File: src/hw/pmrc_pkg.sv
// package: register map, field layout and timing for the power mode / regulator config block
//
// Function
// - when the deep-sleep slow-oscillator bit is one, the slow oscillator keeps running in deep sleep.
// - when that bit is zero, the slow oscillator stops on entering deep sleep (recommended).
// - at initialization the sleep-enable status loads from power config bit 8, default one.
// - after initialization sleep-enable is set or cleared by sleep-enable and sleep-disable commands.
// - with overheat shutoff bit 7 set, a severe die over-temperature forces shutdown; clear disables it.
// - bit 6 selects conversion time, zero 3 ms and one 1.5 ms.
// - without balancing, a two-bit field paces the scan loop at full, half, quarter or eighth speed.
// - with balancing, a separate two-bit field paces the scan loop the same way.
// - balancing of a cell is suspended while that cell's voltage is measured.
// - in sleep the wake coulomb counter runs at 48, 24, 12 or 6 ms per code, default code 2.
// - second supply level from bits 7 to 5: 0-3 1.8 V, 4 2.5 V, 5 3 V, 6 3.3 V, 7 5 V.
// - first supply level from bits 3 to 1 with the same encoding.
// - second supply enable comes from bit 4, reapplied at each init after reset or deep sleep.
// - first supply enable comes from bit 0, reapplied at each init after reset or deep sleep.
package pmrc_pkg;
   localparam logic [11:0] PMRC_OFS_PWR_CFG   = 12'h000;
   localparam logic [11:0] PMRC_OFS_REG_CFG   = 12'h004;
   localparam logic [11:0] PMRC_OFS_CMD       = 12'h008;
   localparam logic [11:0] PMRC_OFS_STATUS    = 12'h00C;
   localparam logic [11:0] PMRC_OFS_MEAS      = 12'h010;

   localparam logic [15:0] PMRC_PWR_RST       = 16'h0182;
   localparam logic [7:0]  PMRC_REG_RST       = 8'h00;

   localparam int PMRC_B_LFO      = 9;
   localparam int PMRC_B_SLEEP    = 8;
   localparam int PMRC_B_DIE_OVERHEAT_SHUTOFF     = 7;
   localparam int PMRC_B_FAST     = 6;
   localparam int PMRC_B_CBLOOP   = 4;
   localparam int PMRC_B_LOOP     = 2;
   localparam int PMRC_B_WAKE     = 0;
   localparam int PMRC_B_R2LVL    = 5;
   localparam int PMRC_B_R2ON     = 4;
   localparam int PMRC_B_R1LVL    = 1;
   localparam int PMRC_B_R1ON     = 0;

   // command register bits (write one to act)
   localparam int PMRC_C_SLP_EN   = 0;
   localparam int PMRC_C_SLP_DIS  = 1;
   localparam int PMRC_C_INIT     = 2;

   localparam int PMRC_CLK_MHZ    = 125;
   localparam int PMRC_CONV_SLOW_US = 3000;
   localparam int PMRC_CONV_FAST_US = 1500;
   localparam int PMRC_WAKE_BASE_MS = 6;
   localparam int PMRC_CONV_SLOW_CYC = PMRC_CONV_SLOW_US * PMRC_CLK_MHZ;
   localparam int PMRC_CONV_FAST_CYC = PMRC_CONV_FAST_US * PMRC_CLK_MHZ;
   localparam int PMRC_WAKE_BASE_CYC = PMRC_WAKE_BASE_MS * 1000 * PMRC_CLK_MHZ;

   typedef enum logic [2:0] {
      PMRC_LVL_1V8, PMRC_LVL_2V5, PMRC_LVL_3V0, PMRC_LVL_3V3, PMRC_LVL_5V0
   } pmrc_lvl_t;
endpackage

File: src/hw/pmrc_ticker.sv
// ticker: emits a one-cycle pulse every period cycles
`timescale 1ns/100ps
`default_nettype none
module pmrc_ticker (
   input  wire logic        clk_sys_i,   // system clock
   input  wire logic        rstn_i,      // async reset, low
   input  wire logic        run_i,       // count while high
   input  wire logic [31:0] period_i,    // cycles per tick
   output logic             tick_o       // one-cycle pulse
);
   logic [31:0] cnt_reg;
   wire         last_w = (cnt_reg + 32'h1 >= period_i);

   always_ff @(posedge clk_sys_i or negedge rstn_i) begin
      if (!rstn_i) begin
         cnt_reg <= 32'h0;
         tick_o  <= 1'b0;
      end else begin
         tick_o  <= run_i && last_w;
         cnt_reg <= (!run_i || last_w) ? 32'h0 : cnt_reg + 32'h1;
      end
   end
endmodule
`default_nettype wire

File: src/hw/pmrc_top.sv
// top: APB register bank and config-driven power mode, scan pacing and supply control
`timescale 1ns/100ps
`default_nettype none
module pmrc_top
   import pmrc_pkg::*;
#(
   parameter int CONV_SLOW_CYC = PMRC_CONV_SLOW_CYC,
   parameter int CONV_FAST_CYC = PMRC_CONV_FAST_CYC,
   parameter int WAKE_BASE_CYC = PMRC_WAKE_BASE_CYC
) (
   input  wire logic        clk_sys_i,          // 125 MHz clock
   input  wire logic        rstn_i,             // async reset, low
   input  wire logic        psel,               // apb select
   input  wire logic        penable,            // apb enable
   input  wire logic        pwrite,             // apb direction
   input  wire logic [11:0] paddr,              // apb byte address
   input  wire logic [31:0] pwdata,             // apb write data
   output logic [31:0]      prdata,             // apb read data
   output logic             pready,             // apb ready
   output logic             pslverr,            // apb error
   input  wire logic        deep_sleep_req_i,   // async: request deep sleep
   input  wire logic        in_sleep_i,         // async: device in sleep mode
   input  wire logic        die_overheat_i,     // async: severe die over-temperature
   input  wire logic        balancing_i,        // async: cell balancing active
   output logic             slow_osc_run_o,     // slow oscillator enable
   output logic             deep_sleep_o,       // in deepest low power state
   output logic             shutdown_o,         // shutdown requested
   output logic             sleep_allowed_o,    // sleep enable status
   output logic             first_supply_output_o,  // first supply enable
   output logic             second_supply_output_o, // second supply enable
   output logic [2:0]       first_supply_level_o,   // pmrc_lvl_t
   output logic [2:0]       second_supply_level_o,  // pmrc_lvl_t
   output logic             conv_done_o,        // conversion done pulse
   output logic             volt_scan_o,        // conversion is a voltage scan
   output logic             balance_pause_o,    // pause balancing of measured cell
   output logic             wake_sample_o       // wake counter sample pulse
);
   ////////////////////////////////////////////////////////////////////////////
   function automatic logic [2:0] lvl_decode(input logic [2:0] code);
      case (code)
         3'h4:    lvl_decode = 3'(PMRC_LVL_2V5);
         3'h5:    lvl_decode = 3'(PMRC_LVL_3V0);
         3'h6:    lvl_decode = 3'(PMRC_LVL_3V3);
         3'h7:    lvl_decode = 3'(PMRC_LVL_5V0);
         default: lvl_decode = 3'(PMRC_LVL_1V8);
      endcase
   endfunction

   // slowdown code 0..3 gives 2**code loops of which one is a voltage scan
   function automatic logic [3:0] loop_len(input logic [1:0] code);
      loop_len = 4'h1 << code;
   endfunction

   ////////////////////////////////////////////////////////////////////////////
   // input synchronisers
   logic [3:0] sync1_reg;
   logic [3:0] sync2_reg;
   always_ff @(posedge clk_sys_i or negedge rstn_i) begin
      if (!rstn_i) begin
         sync1_reg <= 4'h0;
         sync2_reg <= 4'h0;
      end else begin
         sync1_reg <= {deep_sleep_req_i, in_sleep_i, die_overheat_i, balancing_i};
         sync2_reg <= sync1_reg;
      end
   end
   wire dsr_w = sync2_reg[3];
   wire slp_w = sync2_reg[2];
   wire hot_w = sync2_reg[1];
   wire bal_w = sync2_reg[0];

   ////////////////////////////////////////////////////////////////////////////
   // apb decode
   wire acc_w    = psel && penable;
   wire wr_w     = acc_w && pwrite;
   wire sel_pwr  = (paddr == PMRC_OFS_PWR_CFG);
   wire sel_reg  = (paddr == PMRC_OFS_REG_CFG);
   wire sel_cmd  = (paddr == PMRC_OFS_CMD);
   wire sel_sts  = (paddr == PMRC_OFS_STATUS);
   wire sel_meas = (paddr == PMRC_OFS_MEAS);
   wire mapped_w = sel_pwr || sel_reg || sel_cmd || sel_sts || sel_meas;
   wire cmd_wr_w = wr_w && sel_cmd;
   wire c_slp_en = cmd_wr_w && pwdata[PMRC_C_SLP_EN];
   wire c_slp_di = cmd_wr_w && pwdata[PMRC_C_SLP_DIS];
   wire c_init   = cmd_wr_w && pwdata[PMRC_C_INIT];

   assign pready  = 1'b1;
   assign pslverr = acc_w && !mapped_w;

   logic [15:0] pwr_cfg_reg;
   logic [7:0]  reg_cfg_reg;
   always_ff @(posedge clk_sys_i or negedge rstn_i) begin
      if (!rstn_i) begin
         pwr_cfg_reg <= PMRC_PWR_RST;
         reg_cfg_reg <= PMRC_REG_RST;
      end else begin
         if (wr_w && sel_pwr) pwr_cfg_reg <= pwdata[15:0];
         if (wr_w && sel_reg) reg_cfg_reg <= pwdata[7:0];
      end
   end

   wire       f_lfo   = pwr_cfg_reg[PMRC_B_LFO];
   wire       f_sleep = pwr_cfg_reg[PMRC_B_SLEEP];
   wire       f_die_overheat_shutoff  = pwr_cfg_reg[PMRC_B_DIE_OVERHEAT_SHUTOFF];
   wire       f_fast  = pwr_cfg_reg[PMRC_B_FAST];
   wire [1:0] f_cbl   = pwr_cfg_reg[PMRC_B_CBLOOP +: 2];
   wire [1:0] f_loop  = pwr_cfg_reg[PMRC_B_LOOP +: 2];
   wire [1:0] f_wake  = pwr_cfg_reg[PMRC_B_WAKE +: 2];

   ////////////////////////////////////////////////////////////////////////////
   // power state: init pulse after reset release and after leaving deep sleep
   logic init_reg;
   logic boot_reg;
   logic deep_reg;
   logic shut_reg;
   logic slp_en_reg;
   wire  leave_deep_w = deep_reg && !dsr_w;

   always_ff @(posedge clk_sys_i or negedge rstn_i) begin
      if (!rstn_i) begin
         boot_reg <= 1'b1;
         init_reg <= 1'b0;
         deep_reg <= 1'b0;
         shut_reg <= 1'b0;
      end else begin
         boot_reg <= 1'b0;
         init_reg <= boot_reg || leave_deep_w || c_init;
         deep_reg <= dsr_w && !shut_reg;
         if (f_die_overheat_shutoff && hot_w) shut_reg <= 1'b1;
      end
   end

   always_ff @(posedge clk_sys_i or negedge rstn_i) begin
      if (!rstn_i) begin
         slp_en_reg <= 1'b0;
      end else if (init_reg) begin
         slp_en_reg <= f_sleep;
      end else if (c_slp_en) begin
         slp_en_reg <= 1'b1;
      end else if (c_slp_di) begin
         slp_en_reg <= 1'b0;
      end
   end

   // supplies: enables reapplied at init, levels follow their fields
   logic s1_on_reg;
   logic s2_on_reg;
   always_ff @(posedge clk_sys_i or negedge rstn_i) begin
      if (!rstn_i) begin
         s1_on_reg <= 1'b0;
         s2_on_reg <= 1'b0;
         first_supply_level_o  <= 3'(PMRC_LVL_1V8);
         second_supply_level_o <= 3'(PMRC_LVL_1V8);
      end else begin
         if (init_reg) begin
            s1_on_reg <= reg_cfg_reg[PMRC_B_R1ON];
            s2_on_reg <= reg_cfg_reg[PMRC_B_R2ON];
         end
         first_supply_level_o  <= lvl_decode(reg_cfg_reg[PMRC_B_R1LVL +: 3]);
         second_supply_level_o <= lvl_decode(reg_cfg_reg[PMRC_B_R2LVL +: 3]);
      end
   end

   assign first_supply_output_o  = s1_on_reg && !shut_reg;
   assign second_supply_output_o = s2_on_reg && !shut_reg;
   assign slow_osc_run_o  = !shut_reg && (!deep_reg || f_lfo);
   assign deep_sleep_o    = deep_reg;
   assign shutdown_o      = shut_reg;
   assign sleep_allowed_o = slp_en_reg;

   ////////////////////////////////////////////////////////////////////////////
   // conversion pacing
   wire        active_w = !deep_reg && !shut_reg;
   wire [31:0] conv_per = f_fast ? 32'(CONV_FAST_CYC) : 32'(CONV_SLOW_CYC);
   wire        conv_tick;
   pmrc_ticker u_conv (
      .clk_sys_i (clk_sys_i),
      .rstn_i    (rstn_i),
      .run_i     (active_w && !slp_w),
      .period_i  (conv_per),
      .tick_o    (conv_tick)
   );

   // loop position; position 0 is the voltage/temperature scan, rest current only
   logic [3:0] loop_pos_reg;
   wire  [3:0] loop_n   = bal_w ? loop_len(f_cbl) : loop_len(f_loop);
   wire        loop_end = (loop_pos_reg + 4'h1 >= loop_n);
   always_ff @(posedge clk_sys_i or negedge rstn_i) begin
      if (!rstn_i) begin
         loop_pos_reg <= 4'h0;
      end else if (conv_tick) begin
         loop_pos_reg <= loop_end ? 4'h0 : loop_pos_reg + 4'h1;
      end
   end
   assign conv_done_o     = conv_tick;
   assign volt_scan_o     = active_w && !slp_w && (loop_pos_reg == 4'h0);
   assign balance_pause_o = bal_w && volt_scan_o;

   // wake counter in sleep
   wire [31:0] wake_per = 32'(WAKE_BASE_CYC) << (2'h3 - f_wake);
   pmrc_ticker u_wake (
      .clk_sys_i (clk_sys_i),
      .rstn_i    (rstn_i),
      .run_i     (active_w && slp_w),
      .period_i  (wake_per),
      .tick_o    (wake_sample_o)
   );

   ////////////////////////////////////////////////////////////////////////////
   // read mux
   wire [31:0] sts_w = {24'h0, wake_sample_o, balance_pause_o, s2_on_reg, s1_on_reg,
                        slow_osc_run_o, shut_reg, deep_reg, slp_en_reg};
   wire [31:0] rd_w  = sel_pwr  ? {16'h0, pwr_cfg_reg} :
                       sel_reg  ? {24'h0, reg_cfg_reg} :
                       sel_sts  ? sts_w :
                       sel_meas ? {28'h0, loop_pos_reg} : 32'h0;
   always_ff @(posedge clk_sys_i or negedge rstn_i) begin
      if (!rstn_i) prdata <= 32'h0;
      else if (psel && !penable && !pwrite) prdata <= rd_w;
   end

   ////////////////////////////////////////////////////////////////////////////
   property p_osc_deep;
      @(posedge clk_sys_i) disable iff (!rstn_i)
      (deep_reg && !shut_reg) |-> (slow_osc_run_o == f_lfo);
   endproperty
   a_osc_deep: assert property (p_osc_deep) else $error("osc state wrong in deep sleep");

   property p_osc_stop;
      @(posedge clk_sys_i) disable iff (!rstn_i)
      (deep_reg && !f_lfo) |-> !slow_osc_run_o;
   endproperty
   a_osc_stop: assert property (p_osc_stop) else $error("osc not stopped");

   property p_init_sleep;
      @(posedge clk_sys_i) disable iff (!rstn_i)
      init_reg |=> (slp_en_reg == $past(f_sleep));
   endproperty
   a_init_sleep: assert property (p_init_sleep) else $error("sleep enable not loaded");

   property p_slp_cmd;
      @(posedge clk_sys_i) disable iff (!rstn_i)
      (c_slp_en && !init_reg) |=> slp_en_reg;
   endproperty
   a_slp_cmd: assert property (p_slp_cmd) else $error("sleep enable cmd lost");

   property p_shut;
      @(posedge clk_sys_i) disable iff (!rstn_i)
      (f_die_overheat_shutoff && hot_w) |=> shutdown_o ##1 !first_supply_output_o;
   endproperty
   a_shut: assert property (p_shut) else $error("no overheat shutdown");

   property p_conv_per;
      @(posedge clk_sys_i) disable iff (!rstn_i)
      (conv_per == (f_fast ? 32'(CONV_FAST_CYC) : 32'(CONV_SLOW_CYC)));
   endproperty
   a_conv_per: assert property (p_conv_per) else $error("conversion period wrong");

   property p_loop;
      @(posedge clk_sys_i) disable iff (!rstn_i)
      (conv_tick && loop_end) |=> (loop_pos_reg == 4'h0);
   endproperty
   a_loop: assert property (p_loop) else $error("scan loop did not wrap");

   property p_bal;
      @(posedge clk_sys_i) disable iff (!rstn_i)
      (bal_w && volt_scan_o) |-> balance_pause_o;
   endproperty
   a_bal: assert property (p_bal) else $error("balancing not paused");

   property p_supply;
      @(posedge clk_sys_i) disable iff (!rstn_i)
      init_reg |=> (s1_on_reg == $past(reg_cfg_reg[PMRC_B_R1ON]))
                && (s2_on_reg == $past(reg_cfg_reg[PMRC_B_R2ON]));
   endproperty
   a_supply: assert property (p_supply) else $error("supply enable not reapplied");

   property p_lvl;
      @(posedge clk_sys_i) disable iff (!rstn_i)
      (reg_cfg_reg[7:5] == 3'h7) |=> (second_supply_level_o == 3'(PMRC_LVL_5V0));
   endproperty
   a_lvl: assert property (p_lvl) else $error("level decode wrong");
endmodule
`default_nettype wire

File: config.mk
export PLATFORM = sky130hd
export DESIGN_NAME = pmrc_top
export DESIGN_NICKNAME = d
export VERILOG_FILES = /design/src/hw/pmrc_pkg.sv /design/src/hw/pmrc_ticker.sv /design/src/hw/pmrc_top.sv
export SDC_FILE = /design/constraint.sdc
export NUM_CORES = 1
export LEC_CHECK = 0
export BUFFER_PORTS_ARGS = -buffer_cell sky130_fd_sc_hd__buf_2
export CORE_ASPECT_RATIO = 1.75
export CORE_MARGIN = 2
export CORE_UTILIZATION = 55
export CTS_CLUSTER_DIAMETER = 60
export CTS_CLUSTER_SIZE = 25
export DETAILED_ROUTE_END_ITERATION = 8
export PLACE_DENSITY = 0.76
export SETUP_SLACK_MARGIN = 0.2
export SYNTH_ARGS = -nofsm -noshare
export SYNTH_HDL_FRONTEND = slang
export SYNTH_SLANG_ARGS = --single-unit
File: constraint.sdc
create_clock -name clk_sys_i -period 4.15 [get_ports clk_sys_i]
set_clock_uncertainty 0.15 [all_clocks]
set_input_delay 0.83 -clock clk_sys_i [delete_from_list [all_inputs] [get_ports clk_sys_i]]
set_output_delay 0.83 -clock clk_sys_i [all_outputs]
set_load 0.02 [all_outputs]
== Word level (Yosys, flattened, before mapping) ==
Index checks and enable logic that the tools add are counted.
Word-level totals
  output and inout bits: 50
  input port bits: 53
  register bits: 147
Operators by class
  $lt $le $gt $ge: 3
  shifts and indexed selects: 3
  eq/ne operators: 12
  add/sub/neg operators: 4
  multiplexer cells: 14
  reductions and logical operators: 45
Operator list (count)
  $add 32x1->32 const B: 2
  $mux 32: 2
  $ge 32x19->1: 1
  $ge 32x32->1: 1
  $shl 20x2->32 const A: 1
  $eq 12x4->1 const B: 2
  $eq 3x3->1 const B: 8
  $logic_and 1x1->1: 24
  $pmux 3 s4: 2
  $mux 19: 1
  $mux 16: 1
  $mux 8: 2
  $eq 12x3->1 const B: 1
  $eq 12x5->1 const B: 1
  $logic_not 12->1: 1
  $mux 4: 3
  $logic_not 1->1: 9
  $logic_or 1x1->1: 9
  $shl 1x2->4 const A: 2
  $add 4x1->4 const B: 1
  $ge 4x4->1: 1
  $logic_not 4->1: 1
  $mux 1: 3
  $reduce_bool 3->1: 1
  $sub 2x2->2 const A: 1

== Longest topological paths before layout ==
  word-level depth: 8
  mapped depth: 14
  gate-level depth less buffers: 12

== By module ==
A second synthesis with hierarchy kept.
Second synthesis, totals
  cells, all modules: 834
  area, all modules: 8439.3 um2
Modules (own cells, without submodules)
  pmrc_ticker: cells an instance 275, area an instance 2620.0 um2, times used 2, sequential area each 825.8 um2
  pmrc_top: cells an instance 284, area an instance 3199.3 um2, times used 1, sequential area each 1631.6 um2

== Worst setup path after synthesis ==
Ideal clock, no wire load.
  path type: flip-flop to flip-flop
  from: reg u_conv.cnt_reg[2]
  to: reg u_conv.cnt_reg[10]
  path slack: 814 ps
  arrival: 3048 ps
  required time: 3862 ps
  buffers on the path: 2
  stages on the path, launching flop included: 13
  cell sequence: dfrtp_1 and4_1 buf_2 nand3_1 or3_1 xnor2_1 ha_1 o211ai_1 or4b_1 and3_4 o41ai_4 buf_4 nor4_1
On the way
  cells in the longest elaborated chain, start to end: 4
RTL lines
  from (decl): RTL line pmrc_ticker.sv:11  | logic [31:0] cnt_reg;
  from (signal assigned): RTL line pmrc_ticker.sv:20  | cnt_reg <= (!run_i || last_w) ? 32'h0 : cnt_reg + 32'h1;
  $add 32x1->32 (*): RTL line pmrc_ticker.sv:12, pmrc_ticker.sv:20
  $ge 32x19->1: RTL line pmrc_ticker.sv:12  | wire last_w = (cnt_reg + 32'h1 >= period_i);
  $logic_or 1x1->1: RTL line pmrc_ticker.sv:20
  $mux 32 (*): RTL line pmrc_ticker.sv:20
Mark *: on every way between the ends. The rest lies on a longest branch, timed or not.
A chain may end at the register's enable or synchronous reset.

== Final worst setup path ==
  from: reg u_conv.cnt_reg[6]
  to: reg u_conv.cnt_reg[14]
The elaborated chain is that of the path after synthesis.

==> reports/results.env <==
RUN_STATUS='completed'
DIE_WIDTH_UM=89.9
AREA_DELTA_SYNTH_FINAL_PCT=18.0
DETAILROUTE.VIA_COUNT=5745
TOP_LEVEL_PORTS=103
LAYOUT_COMMON_CELLS='sky130_fd_sc_hd__dfrtp_1 (127), sky130_fd_sc_hd__buf_2 (68), sky130_fd_sc_hd__nand2_1 (64)'
NUMBER_OF_ANTENNA_VIOLATIONS_AT_THE_FIRST_CHECK_IN_GLOBAL_ROUTING=0
PLACEMENT.IO_BUFFERS=69
IRDROPWORSTVDD_mV=0.275
ANTENNA_LEFT=0
INSERTION_DELAY_NS=0.42
WL_UM=16700
TIMING.FINAL.SETUP_VIOLATIONS=0
CTS-ROOT-BUF='sky130_fd_sc_hd__clkbuf_16'
WORSTPATHREQUIRED_NS=4.26
RSZ0062_AT_GRT='false'
SETUP.WORST_PATH.END_CLASS='register'
DP_HPWL_UM=11700
GRT_MAX_DEGREE=72
GLOBALPLACE.CONGESTION=0.886
FINISH.CELL_COUNT_WITHOUT_FILLERS=969
SETUP.WORST_PATH.CLASS='register to register'
ARR_TIME_CRIT_PATH_NS=3.87
LAYOUT.CELLS.MOST_COMMON='sky130_fd_sc_hd__dfrtp_1'
GRT_USAGE_PCT=24.7
MAX_FREQ_MHz=266
WORST_PIN_SLEW_NS=0.905
NETS=879
REPORT.FINAL.SLEW_VIOL_COUNT=0
YS_WARN_COUNT=0
CORE_UM2=12800
FINALHOLDVIOLCOUNT=0
FINAL_MIN_PERIOD_OVER_CLOCK_PERIOD_PCT=90.5
REMAINING_DRC_ERRORS=0
POWER_LEAKAGE_uW=0.00389
SHARE_OF_THE_SYNTHESIZED_NETLIST_AREA_TAKEN_BY_XOR_AND_XNOR_GATES_PCT=5.55
MAPPEDNETLISTAREA_UM2=7110
POSTSYNTH.ASYNCRESETSHARE_PCT=100
CLOCK_TREE_FROM_TRITONCTS='built'
POST_CTS_BUFFERS=0
DRT_FIRST_PASS_ITERS=7
SYNTH_SEQ_CELLS=131
GRT_PASS1_VIAS=5812
HTREEDEPTH=4
FINAL_PERIOD_MINUS_WORST_SETUP_SLACK_NS=3.76
DETAIL_ROUTE.WL_PER_CELL_UM=17.2
CTS_INSERTED_BUFFERS=17
VIA_PER_INST=5.93
YOSYS.AREA_SHARE.ADDER_PCT=7.22
GRT_FIRST_PASS_WIRELENGTH_UM=27600
DIE_AREA_UM2=13900
GRT.OVERFLOW.TOTAL=0
TIMING.SETUP.TNS_NS=0
SYNTH_CELL_TYPE_COUNT=65
POST-SYNTH-TOP-AREA-CELL='sky130_fd_sc_hd__dfrtp_1'
CTS.HOLD.BUFFERS_ADDED=0
FOOTPRINT_OF_THE_MULTI_INPUT_GATES_UM2=3670
MAX_CAP_VIOLATIONS=0
WORST_SETUP_HOLD_PATH_CLK_SLEW_NS=0.06
SYNTH_COMPOUND_GATE_AREA_SHARE_PCT=10.8
CLOCK_TREE.BUFFER_DEPTH=2
SYNTH_SEQUENTIAL_AREA_RATIO_PCT=46.2
SYNTH_CELLS=687
DRIVE_GT1_SHARE_PCT=20.1
POWER_PER_CELL_AREA_nW_PER_UM2=386
PORTION_OF_SYNTHESIZED_CELL_AREA_OCCUPIED_BY_THE_LEADING_CELL_TYPE_PCT=44.7
TIMING.HOLD.WORST.CLASS='register to register'
NUMCLOCKSINKS=131
TIMING.CRITICAL_PATH.FROM_TYPE='register'
SYNTHMUXAREASHARE_PCT=4.47
FILLCELLCOUNT=999
INITIAL_CORE_UTIL_PCT=55.5
WORST-PATH-MAX-FANOUT=10
MAX-SLEW-MARGIN-REL_PCT=38.8
ANTENNADIODECOUNT=0
SYNTH.AREA.TOP_CELLS='sky130_fd_sc_hd__dfrtp_1 (45%), sky130_fd_sc_hd__ha_1 (7.2%), sky130_fd_sc_hd__xnor2_1 (4.1%)'
LARGEST_FAMILY_OF_LOGIC_CELLS_BY_SYNTHESIZED_AREA='simple AND/OR/NAND/NOR gates'
DP.CELLS=936
POSTSYNTHAREAPERCELL_UM2=10.3
SIMPLE_GATE_AREA_SHARE_OF_THE_YOSYS_NETLIST_PCT=20.8
DRT_ITER0_MARKERS=391
STD_CELL_ROWS=55
FINAL-SEQ-AREA_UM2=3280
DIE-HEIGHT_UM=154
YS.FLOP_TYPE='sky130_fd_sc_hd__dfrtp_1'
COUNT_OF_FLIP_FLOPS_WITH_A_BUILT_IN_ENABLE_AFTER_SYNTHESIS=0
final cells by class:
| cell class | instances | share of cell area (%) |
|---|---|---|
| multi-input cells | 527 | 43.8 |
| flip-flops and latches | 131 | 39.2 |
| repair buffers | 83 | 5.55 |
| clock buffers | 18 | 5.12 |
| clock inverters | 14 | 2.70 |
| well taps | 171 | 2.55 |
| inverters | 25 | 1.12 |
where the power goes:
part / switching (uW) / internal (uW) / leakage, uW
logic: 146 / 88.5 / 0.00187
registers: 37.6 / 1310 / 0.00171
clock network: 576 / 1070 / 0.000312
worst max-delay path, cell delays in order, from the launching register on:
cell and delay, ns:
sky130_fd_sc_hd__dfrtp_1 0.44, sky130_fd_sc_hd__and4_1 0.32, sky130_fd_sc_hd__nand3_1 0.15, sky130_fd_sc_hd__or3_1 0.41
sky130_fd_sc_hd__xnor2_1 0.16, sky130_fd_sc_hd__ha_1 0.31, sky130_fd_sc_hd__o211ai_1 0.10, sky130_fd_sc_hd__or4b_1 0.47
sky130_fd_sc_hd__and3_4 0.22, sky130_fd_sc_hd__o41ai_4 0.73, sky130_fd_sc_hd__nor4_1 0.13
cells in the mapped netlist (3+ instances only):
master,count
sky130_fd_sc_hd__nand2b_1,5
sky130_fd_sc_hd__and3_1,12
sky130_fd_sc_hd__mux2i_1,7
sky130_fd_sc_hd__buf_2,7
sky130_fd_sc_hd__nand4_1,21
sky130_fd_sc_hd__xnor2_1,33
sky130_fd_sc_hd__xor2_1,12
sky130_fd_sc_hd__a21oi_1,14
sky130_fd_sc_hd__o22ai_1,6
sky130_fd_sc_hd__nor3b_1,22
sky130_fd_sc_hd__nor3_1,13
sky130_fd_sc_hd__inv_1,25
sky130_fd_sc_hd__nor2_1,26
sky130_fd_sc_hd__a221oi_1,3
sky130_fd_sc_hd__nand2_1,64
sky130_fd_sc_hd__and2_1,9
sky130_fd_sc_hd__a21o_1,3
sky130_fd_sc_hd__dfstp_2,4
sky130_fd_sc_hd__o31ai_1,4
sky130_fd_sc_hd__or3_1,7
sky130_fd_sc_hd__a31oi_1,5
sky130_fd_sc_hd__dfrtp_1,127
sky130_fd_sc_hd__clkbuf_1,15
sky130_fd_sc_hd__o21ai_0,28
sky130_fd_sc_hd__nor4_1,27
sky130_fd_sc_hd__and4_1,8
sky130_fd_sc_hd__a211oi_1,5
sky130_fd_sc_hd__nor2b_1,7
sky130_fd_sc_hd__ha_1,41
sky130_fd_sc_hd__a22oi_1,4
sky130_fd_sc_hd__o31a_1,3
sky130_fd_sc_hd__buf_4,18
sky130_fd_sc_hd__mux2_2,22
sky130_fd_sc_hd__a22o_1,9
sky130_fd_sc_hd__nand3_1,26
stage by stage:
stage | util, % | power [uW] | instance area, um^2 | hold WS [ns] | setup WS, ns
after global placement | 60.1 | 1590 | 7690 | 0.186 | 0.291
final | 65.5 | 3230 | 8380 | 0.199 | 0.394
after detailed placement | 60.1 | 1600 | 7690 | 0.194 | 0.157
after floorplan | - | 1520 | 7250 | 0.181 | 0.814
after global routing | 65.5 | 3350 | 8380 | 0.216 | 0.183
after CTS | 65.2 | 3250 | 8350 | 0.201 | 0.202
routing by layer:
layer  track usage [%]  vias up  wire length, um
li1                  -     2653                -
met1              25.8     2808             6050
met4              13.0        0              827
met5                 0        -                0
met3              4.68       67              733
met2              46.7      217             9070
cells by family (layout without fill, tap and decap cells):
family / Yosys count / count (layout)
xor+xnor: 45 / 45
simple gates: 263 / 263
other cells: 2 / 40
buf+inv: 68 / 140
compound gates: 108 / 109
fa+ha+maj: 41 / 41
mux: 29 / 29
flops: 131 / 131
path summary, 6_finish.rpt:
| check | startpoint | end | slack, ns | depth (start not counted) |
|---|---|---|---|---|
| max | u_conv.cnt_reg[6]$_DFF_PN0_ | u_conv.cnt_reg[14]$_DFF_PN0_ | 0.39 | 10 |
| min in group asynchronous | rstn_i | first_supply_level_o[1]$_DFF_PN0_ | 0.38 | 1 |
| min reg2reg | sync1_reg[1]$_DFF_PN0_ | sync2_reg[1]$_DFF_PN0_ | 0.20 | 0 |
| max reg2reg | u_conv.cnt_reg[6]$_DFF_PN0_ | u_conv.cnt_reg[14]$_DFF_PN0_ | 0.39 | 10 |
| min | sync1_reg[1]$_DFF_PN0_ | sync2_reg[1]$_DFF_PN0_ | 0.20 | 0 |
| max in group asynchronous | rstn_i | pwr_cfg_reg[7]$_DFFE_PN1P_ | 2.59 | 2 |
timing repair:
action	4_1_cts	5_1_grt
cloned	0	1
gates resized for setup	0	2
endpoints found under the setup margin	20	20
pin swaps	1	1
No activity file was read; power rests on OpenSTA's default activity.
